[src/design/psrc_pkg.sv]
// Purpose: Constants for the host controller of the pseudo-static RAM port
// Assumes: 50 MHz system clock, slow speed grade timing
// Notes:   Times in ns, counts derived with rounding per least/longest
package psrc_pkg;
  localparam int CLK_PERIOD_NS = 20;
  // Device timing, slow grade
  localparam int ADDRESS_ACCESS_TIME_NS = 70;
  localparam int OUTPUT_ENABLE_FLOAT_DELAY_NS = 25;
  localparam int DESELECT_FLOAT_DELAY_NS = 25;
  localparam int WRITE_DATA_SETUP_NS = 30;
  localparam int SELECT_TO_WRITE_END_NS = 60;
  localparam int WE_FLOAT_DELAY_NS = 30;
  localparam int DESELECT_MIN_TIME_NS = 5;
  localparam int MAX_SELECT_ACTIVE_TIME_NS = 15000;
  // Least times round up, at least one cycle
  function automatic int up_cyc(input int ns);
    int c;
    c = (ns + CLK_PERIOD_NS - 1) / CLK_PERIOD_NS;
    return (c < 1) ? 1 : c;
  endfunction
  // Read sample one cycle after access time so data has settled
  localparam int READ_CYC = up_cyc(ADDRESS_ACCESS_TIME_NS) + 1;
  // Write pulse covers select-to-end and float plus setup
  localparam int WR_A = up_cyc(SELECT_TO_WRITE_END_NS);
  localparam int WR_B = up_cyc(WE_FLOAT_DELAY_NS + WRITE_DATA_SETUP_NS) + 1;
  localparam int WRITE_CYC = (WR_A > WR_B) ? WR_A : WR_B;
  localparam int FLOAT_CYC = up_cyc(DESELECT_FLOAT_DELAY_NS);
  localparam int DESEL_CYC = up_cyc(DESELECT_MIN_TIME_NS) + 1;
  // Longest selected time rounds down
  localparam int SELECT_MAX_CYC = MAX_SELECT_ACTIVE_TIME_NS / CLK_PERIOD_NS;
  localparam int CNT_W = 16;
endpackage

[src/design/psrc_ctrl.sv]
// Purpose: Host controller driving an asynchronous pseudo-static RAM
// Assumes: One access per select period, so selects never stay long active
// Notes:   Data bus is three signals; enable high while this side drives
`timescale 1ns/100ps
module psrc_ctrl #(
  parameter int ADDR_W = 20,
  parameter int DATA_W = 16,
  parameter int SELECT_MAX = psrc_pkg::SELECT_MAX_CYC
) (
  // Clock and reset
  input wire logic sys_clk,
  input wire logic reset_n,
  // User request
  input wire logic req_valid,
  input wire logic req_write,
  input wire logic [ADDR_W-1:0] req_addr,
  input wire logic [DATA_W-1:0] req_wdata,
  input wire logic [1:0] req_byte_en,
  output logic req_ready,
  output logic rsp_valid,
  output logic [DATA_W-1:0] rsp_rdata,
  // Memory pins
  output logic [ADDR_W-1:0] word_address,
  output logic select_low_active_n,
  output logic select_high_active,
  output logic output_enable_n,
  output logic write_enable_n,
  output logic upper_byte_select_n,
  output logic lower_byte_select_n,
  input wire logic [DATA_W-1:0] data_bus_in,
  output logic [DATA_W-1:0] data_bus_out,
  output logic data_bus_oe
);
  // Lane split needs 16 bits; the select limit must fit the counter
  if (ADDR_W < 1 || DATA_W != 16 ||
      SELECT_MAX <= psrc_pkg::WRITE_CYC + 2 ||
      SELECT_MAX >= (1 << psrc_pkg::CNT_W)) begin : g_param_check
    $error("psrc_ctrl: unsupported parameters");
  end

  typedef enum logic [2:0] {
    PSRC_IDLE, PSRC_READ, PSRC_WRITE, PSRC_FLOAT, PSRC_DESEL
  } psrc_state_t;

  // Two-flop synchroniser for the asynchronous data pins
  logic [DATA_W-1:0] din_s1_q, din_s2_q;
  always_ff @(posedge sys_clk) begin
    din_s1_q <= data_bus_in;
    din_s2_q <= din_s1_q;
  end

  psrc_state_t st_q, st_d;
  logic [psrc_pkg::CNT_W-1:0] cnt_q, cnt_d;
  logic [ADDR_W-1:0] addr_q, addr_d;
  logic [DATA_W-1:0] wdat_q, wdat_d, rdat_q, rdat_d;
  logic cs_q, cs_d, oe_q, oe_d, we_q, we_d, ub_q, ub_d, lb_q, lb_d;
  logic doe_q, doe_d, rdy_q, rdy_d, rv_q, rv_d;

  // Next-state logic for the access sequencer
  always_comb begin
    st_d = st_q;
    cnt_d = cnt_q + 16'h0001;
    addr_d = addr_q;
    wdat_d = wdat_q;
    rdat_d = rdat_q;
    cs_d = cs_q;
    oe_d = oe_q;
    we_d = we_q;
    ub_d = ub_q;
    lb_d = lb_q;
    doe_d = doe_q;
    rdy_d = rdy_q;
    rv_d = 1'b0;
    unique case (st_q)
      PSRC_IDLE: begin
        // Address, byte lanes and select move together: no earlier skew
        if (req_valid && rdy_q) begin
          rdy_d = 1'b0;
          addr_d = req_addr;
          wdat_d = req_wdata;
          cs_d = 1'b1;
          cnt_d = '0;
          ub_d = req_write ? req_byte_en[1] : 1'b1;
          lb_d = req_write ? req_byte_en[0] : 1'b1;
          if (req_write && (req_byte_en != 2'b00)) begin
            we_d = 1'b1;
            st_d = PSRC_WRITE;
          end else if (req_write) begin
            cs_d = 1'b0; // No lane enabled: nothing to write
            rdy_d = 1'b1;
          end else begin
            oe_d = 1'b1;
            st_d = PSRC_READ;
          end
        end else begin
          cnt_d = cnt_q;
          rdy_d = 1'b1; // Ready rises on the first edge after reset
        end
      end
      PSRC_READ: begin
        // Sampling lags the pin by the two synchroniser stages
        if (cnt_q == 16'(psrc_pkg::READ_CYC + 1)) begin
          rdat_d = din_s2_q;
          rv_d = 1'b1;
          cs_d = 1'b0;
          oe_d = 1'b0;
          cnt_d = '0;
          st_d = PSRC_FLOAT;
        end
      end
      PSRC_WRITE: begin
        // Drive data only once the device has floated its outputs
        if (cnt_q == 16'(psrc_pkg::up_cyc(psrc_pkg::WE_FLOAT_DELAY_NS)))
          doe_d = 1'b1;
        if (cnt_q == 16'(psrc_pkg::WRITE_CYC)) begin
          we_d = 1'b0;
          cnt_d = '0;
          st_d = PSRC_FLOAT;
        end
      end
      PSRC_FLOAT: begin
        // Write data held one cycle past the write enable edge
        cs_d = 1'b0;
        doe_d = 1'b0;
        ub_d = 1'b0;
        lb_d = 1'b0;
        if (cnt_q == 16'(psrc_pkg::FLOAT_CYC)) begin
          cnt_d = '0;
          st_d = PSRC_DESEL;
        end
      end
      PSRC_DESEL: begin
        if (cnt_q == 16'(psrc_pkg::DESEL_CYC)) begin
          rdy_d = 1'b1;
          st_d = PSRC_IDLE;
        end
      end
      // Unused codes fall back to idle
      default: st_d = PSRC_IDLE;
    endcase
  end

  // Sequencer registers
  always_ff @(posedge sys_clk) begin
    if (!reset_n) begin
      st_q <= PSRC_IDLE;
      cnt_q <= '0;
      addr_q <= '0;
      wdat_q <= '0;
      rdat_q <= '0;
      cs_q <= 1'b0;
      oe_q <= 1'b0;
      we_q <= 1'b0;
      ub_q <= 1'b0;
      lb_q <= 1'b0;
      doe_q <= 1'b0;
      rdy_q <= 1'b0;
      rv_q <= 1'b0;
    end else begin
      st_q <= st_d;
      cnt_q <= cnt_d;
      addr_q <= addr_d;
      wdat_q <= wdat_d;
      rdat_q <= rdat_d;
      cs_q <= cs_d;
      oe_q <= oe_d;
      we_q <= we_d;
      ub_q <= ub_d;
      lb_q <= lb_d;
      doe_q <= doe_d;
      rdy_q <= rdy_d;
      rv_q <= rv_d;
    end
  end

  // Pin outputs straight from flops, active-low pins inverted in the flop
  assign req_ready = rdy_q;
  assign rsp_valid = rv_q;
  assign rsp_rdata = rdat_q;
  assign word_address = addr_q;
  assign data_bus_out = wdat_q;
  assign data_bus_oe = doe_q;
  logic cs_n_q, cs_h_q, oe_n_q, we_n_q, ub_n_q, lb_n_q;
  always_ff @(posedge sys_clk) begin
    if (!reset_n) begin
      cs_n_q <= 1'b1;
      cs_h_q <= 1'b0;
      oe_n_q <= 1'b1;
      we_n_q <= 1'b1;
      ub_n_q <= 1'b1;
      lb_n_q <= 1'b1;
    end else begin
      cs_n_q <= !cs_d;
      cs_h_q <= cs_d;
      oe_n_q <= !oe_d;
      we_n_q <= !we_d;
      ub_n_q <= !ub_d;
      lb_n_q <= !lb_d;
    end
  end
  assign select_low_active_n = cs_n_q;
  assign select_high_active = cs_h_q;
  assign output_enable_n = oe_n_q;
  assign write_enable_n = we_n_q;
  assign upper_byte_select_n = ub_n_q;
  assign lower_byte_select_n = lb_n_q;

  // Helper: cycles the part has been selected
  logic [psrc_pkg::CNT_W-1:0] sel_cnt_q;
  always_ff @(posedge sys_clk) begin
    if (!reset_n || cs_n_q)
      sel_cnt_q <= '0;
    else
      sel_cnt_q <= sel_cnt_q + 16'h0001;
  end

  a_read_we_high: assert property (@(posedge sys_clk) disable iff (!reset_n)
    !oe_n_q |-> we_n_q) else $error("write enable low in read");
  a_select_max_time: assert property (@(posedge sys_clk)
    disable iff (!reset_n) sel_cnt_q < 16'(SELECT_MAX))
    else $error("select held too long");
  a_desel_min_time: assert property (@(posedge sys_clk)
    disable iff (!reset_n) $rose(cs_n_q) |-> cs_n_q [*2])
    else $error("deselect too short");
  a_addr_stable_sel: assert property (@(posedge sys_clk)
    disable iff (!reset_n) (!cs_n_q && $past(!cs_n_q)) |-> $stable(addr_q))
    else $error("address moved while selected");
  a_data_after_float: assert property (@(posedge sys_clk)
    disable iff (!reset_n) $fell(we_n_q) |-> !doe_q [*2])
    else $error("data driven before float");
  a_write_pulse_len: assert property (@(posedge sys_clk)
    disable iff (!reset_n) $fell(we_n_q) |-> !we_n_q [*3])
    else $error("write pulse too short");
  a_write_data_hold: assert property (@(posedge sys_clk)
    disable iff (!reset_n) $rose(we_n_q) |-> doe_q && $stable(wdat_q))
    else $error("write data not held");
  a_write_qualified: assert property (@(posedge sys_clk)
    disable iff (!reset_n) !we_n_q |-> !cs_n_q && (!ub_n_q || !lb_n_q))
    else $error("write without qualifiers");
  a_read_response: assert property (@(posedge sys_clk)
    disable iff (!reset_n) $fell(oe_n_q) |-> ##7 rsp_valid)
    else $error("read answer late");
  c_read: cover property (@(posedge sys_clk) rsp_valid);
  c_write: cover property (@(posedge sys_clk) $rose(we_n_q));
  c_upper_only: cover property (@(posedge sys_clk)
    !we_n_q && ub_n_q == 1'b0 && lb_n_q == 1'b1);
endmodule

[config.mk]
export PLATFORM = sky130hd
export DESIGN_NAME = psrc_ctrl
export DESIGN_NICKNAME = d
export VERILOG_FILES = /design/src/design/psrc_pkg.sv /design/src/design/psrc_ctrl.sv
export SDC_FILE = /design/constraint.sdc
export NUM_CORES = 1
export LEC_CHECK = 0
export BUFFER_PORTS_ARGS = -buffer_cell sky130_fd_sc_hd__clkbuf_2
export CAP_MARGIN = 25
export CORE_ASPECT_RATIO = 0.75
export CORE_UTILIZATION = 29
export DETAILED_ROUTE_END_ITERATION = 7
export PLACE_DENSITY_LB_ADDON = 0.05
export SLEW_MARGIN = 10
export SYNTH_ARGS = -nofsm -noshare
export SYNTH_HDL_FRONTEND = slang
export SYNTH_SLANG_ARGS = --single-unit
[constraint.sdc]
create_clock -name sys_clk -period 3.4 [get_ports sys_clk]
set_clock_uncertainty 0.05 [all_clocks]
set_input_delay 0.17 -clock sys_clk [delete_from_list [all_inputs] [get_ports sys_clk]]
set_output_delay 0.17 -clock sys_clk [all_outputs]
set_load 0.01 [all_outputs]
# --- Word-level counts from Yosys, hierarchy flattened ---
# Index checks and enable logic that the tools add are counted.
word_totals:
  register_bits: 116
  latchBits: 0
  mem_bits_rw: 0
  mem_bits_ro: 0
  in_bits: 58
  output_inout_bits: 61
  word_cells: 92
  mem_count: 0
op_classes:
  add_sub_neg: 1
  mul: 0
  div: 0
  magnitude_cmp: 0
  eq_ne: 14
  n_shift: 0
  n_mux: 40
  n_bitwise: 0
  reduce_logical: 17
op_table:
  columns: ["op", "count"]
  rows:
  - ["$mux 16", 4]
  - ["$pmux 16 s4", 1]
  - ["$eq 16x3->1 const B", 2]
  - ["$mux 3", 7]
  - ["$mux 1", 20]
  - ["$add 16x1->16 const B", 1]
  - ["$eq 16x2->1 const B", 1]
  - ["$pmux 3 s5", 1]
  - ["$ne 2x2->1 const B", 6]
  - ["$pmux 1 s2", 6]
  - ["$reduce_and 2->1", 5]
  - ["$eq 3x2->1 const B", 2]
  - ["$reduce_and 6->1", 1]
  - ["$reduce_bool 2->1", 3]
  - ["$logic_not 1->1", 5]
  - ["$eq 3x1->1 const B", 1]
  - ["$eq 3x3->1 const B", 1]
  - ["$logic_not 3->1", 1]
  - ["$ne 3x3->1 const B", 1]
  - ["$pmux 1 s3", 1]
  - ["$logic_and 1x1->1", 2]

# --- Logic depth before layout (Yosys ltp) ---
logic_depth:
  depth_word: 6
  mapped_depth: 8
  ltp_nobuf: 7

# --- Worst setup path before layout ---
# OpenSTA, ideal clock, no wires.
synth_timing:
  path_type: "register to register"
  start: "register cnt_q[12] (netlist name)"
  end: "register rdat_q[10], in the netlist rsp_rdata[10]"
  setup_ns: 0.116
  arrival_ns: 2.179
  required_ns: 3.234
  setup_slack_ns: 1.055
  stages_incl_launch_ff: 8
  path_buffers: 2
  synth_period_minus_slack_ns: 2.345
  path_cell_list: "dfxtp_1 -> or4_4 -> or4_4 -> nor4_4 -> buf_6 -> buf_12 -> mux2i_1 -> nor2b_1"
synth_between:
  elab_chain_cells: 2
synth_lines:
  columns: ["element", "line", "rtl"]
  rows:
  - ["from (decl)", "psrc_ctrl.sv:53", "logic [psrc_pkg::CNT_W-1:0] cnt_q, cnt_d;"]
  - ["from (signal assigned)", "psrc_ctrl.sv:161", "cnt_q <= cnt_d;"]
  - ["$eq 16x3->1", "psrc_ctrl.sv:102", "if (cnt_q == 16'(psrc_pkg::READ_CYC + 1)) begin"]
  - ["$reduce_and 2->1 (no source line)", null, null]
  - ["to (signal assigned)", "psrc_ctrl.sv:164", "rdat_q <= rdat_d;"]
  - ["to (decl)", "psrc_ctrl.sv:55", "logic [DATA_W-1:0] wdat_q, wdat_d, rdat_q, rdat_d;"]
# No other way between the ends.
# A chain may end at the register's enable or synchronous reset.

# --- Worst setup path in the final report ---
layout_timing:
  start: "register cnt_q[12] (netlist name)"
  end: "register rdat_q[8], in the netlist rsp_rdata[8]"
# The elaborated chain is that of the path after synthesis.

==> results.md <==
* Setup violators final at 0
* Status: completed
* Commonest non-fill, non-tap cell in the layout: clkbuf_2
* Wire per inst at 12.7 um
* Sequential area share after synthesis at 56.4%
* Clk_lat worst skew at 0.40 ns
* CTS sink count at 116
* Die height at 105 um
* Yosys warnings at 0
* First-pass GRT wire length at 16.8 mm
* GPL Wtd Cong at 0.744
* Worst-path cell chain: or4_4 -> or4_4 -> nor4_4 -> buf_4 -> mux2i_1 -> nor2b_1
* Worst Hold Class: input pin to flop
* Post-DRT Antenna Nets at 0
* Pre-CTS setup slack at 0.881 ns
* Leak at 2.45 nW
* Die W at 140 um
* DRC viols at 0
* Largest net degree at the start of global routing at 46
* H-tree Lvls at 4
* Critical Path AT at 2.74 ns
* Final min period at 2.50 ns
* CTS Hold Bufs at 52
* Vias per cell at 4.37
* Top cell family by delay on the critical path: simple AND/OR/NAND/NOR gates
* Vias in the first global route at 3452
* Area growth, synth to finish at 44.8%
* Worst path bufs/invs at 1
* Rel. slew slack at 43.3%
* Crit path kind: flop to flop
* Post-CTS Setup Inserts at 0
* Final Max Tran Viols at 0
* Crit. End Element: flop
* Power per Cell Area at 666 nW/um^2
* Gr ovfl total at 0
* Worst setup margin at 0.903 ns
* Unique masters post-synth at 44
* # rows at 37
* Port bufs at 118
* Ports at 119
* Post-Route WL at 9.91 mm
* Max-cap viol count at 0
* Share of post-route cells with drive strength above 1 at 27.1%
* Die area at 14700 um^2
* Predominant post-synthesis flop cell: dfxtp_1
* Syn_area_per_cell at 9.77 um^2
* Fin. Hold Viols at 0
* Setup crit start kind: flop
* Filler instances at 1386
* Final period utilization at 73.4%
* Core area at 13800 um^2
* Most frequent cells in the layout: clkbuf_2, dfxtp_1, nand2_1, dlygate4sd3_1, a21boi_0
* Synthesized flop and latch total at 116
* Clock Tree Root: clkbuf_16
* Initial antenna violation count at 0
* Most frequent CP cell: or4_4
* Crit path largest cell delay at 0.56 ns
* Tot GR Track Use at 14.8%
* FMAX at 400 MHz
* Final setup TNS at 0 ns
* Worst-margin pin slew at 0.851 ns
* Resize count post-CTS at 0
* Max VDD drop at 0.384 mV
* Area occupied by registers at 2320 um^2
* CTS Buf Count at 17
* Initial drt markers at 111
* Gate Count Post-Synth at 421
* CTS max path bufs at 2
* Vias post-DR at 3407
* Starting Density at 29.8%
* EDFF count, synth at 0
* Synthesized cell area at 4120 um^2
* Worst Path Max Fanout at 19
* RSZ-0062 raised after global routing: no
* Pre-antenna DRT Iters at 4
* Fin nets at 654
* CTS tree: yes
* HPWL reported at the end of detailed placement at 6.52 mm
* Worst EP required at 3.64 ns
* Post-synth net total at 483
* Reg clk slew, reported paths at 0.05 ns
* Area of the multi-input gates at 1670 um^2
* Slowest stage cell, crit path: or4_4
* Number of antenna diodes at 0
* Async SR Flop Fraction at 0%
## final timing paths
path | endpoint | slack (ns) | start | cells after the start
max | rsp_rdata[8] | 0.90 | cnt_q[12] | 6
min | upper_byte_select_n | 0.03 | req_write | 3
max reg2reg | rsp_rdata[8] | 0.90 | cnt_q[12] | 6
min reg2reg | din_s2_q[6] | 0.27 | din_s1_q[6] | 0
## flip-flops by register name, summed over array words and instances (netlist names), 3 cells and up
| name | flops |
|---|---|
| din_s1_q | 16 |
| rsp_rdata | 16 |
| cnt_q | 16 |
| din_s2_q | 16 |
| data_bus_out | 16 |
| st_q | 3 |
| word_address | 20 |
## cell usage after synthesis, types with 4 or more instances
cell type	instances	area [um^2]
clkbuf_1	19	71.3
nor2_1	25	93.8
dfxtp_1	116	2320
nand4_1	6	37.5
xnor2_1	4	35.0
nand3_1	7	35.0
o21ai_0	7	35.0
nand2_1	90	338
a21boi_0	37	278
ha_1	4	50.1
inv_1	5	18.8
and2_1	6	37.5
a21oi_1	6	30.0
xor2_1	10	87.6
mux2i_1	16	160
nor2b_1	18	113
## cell families (layout without fill, tap and decap cells)
logic type	count (synthesis)	in the layout	share of synthesized area (%)
compound gates	63	63	11.0
xor+xnor	14	14	2.98
fa+ha+maj	4	4	1.22
buf+inv	28	212	3.25
flops	116	116	56.4
mux	16	16	3.89
simple gates	180	180	21.2
## final cells by class
cell class | count | area share (%)
clock buffers | 20 | 7.66
clock inverters | 12 | 2.18
inverters | 5 | 0.315
multi-input cells | 277 | 27.9
flip-flops and latches | 116 | 39.0
well taps | 175 | 3.67
repair buffers | 175 | 19.3
## worst register-to-register path, cell delays in order, from the launching register on
cell     delay, ns
dfxtp_1       0.34
or4_4         0.56
or4_4         0.53
nor4_4        0.25
buf_4         0.34
mux2i_1       0.24
nor2b_1       0.06
## layer usage
layer | wire (um) | global-route usage (%) | vias to the layer above
met4 | 106 | 5.89 | 0
met5 | 0 | 0 | -
met3 | 658 | 6.51 | 10
met1 | 4870 | 18.5 | 1564
li1 | - | - | 1752
met2 | 4270 | 22.2 | 81
## metrics by stage
| step | util (%) | total power, mW | hold slack [ns] | instance area, um^2 | std cells |
|---|---|---|---|---|---|
| 3_3_place_gp | 35.2 | 2.21 | 0.224 | 4850 | 696 |
| 3_5_place_dp | 35.2 | 2.22 | 0.224 | 4850 | 696 |
| 2_1_floorplan | - | 1.98 | 0.148 | 4120 | 421 |
| 4_1_cts | 43.2 | 4.03 | 0.00579 | 5960 | 780 |
| 6_report | 43.2 | 3.97 | 0.0340 | 5960 | 780 |
| 5_1_grt | 43.2 | 4.20 | 0.0591 | 5960 | 780 |
## report_power, final
part | total, mW | internal, mW | switching (mW)
sequential | 1.59 | 1.49 | 0.109
clock | 1.74 | 1.11 | 0.625
combinational | 0.634 | 0.264 | 0.370
Note: power is estimated with default switching activity, not from simulation.
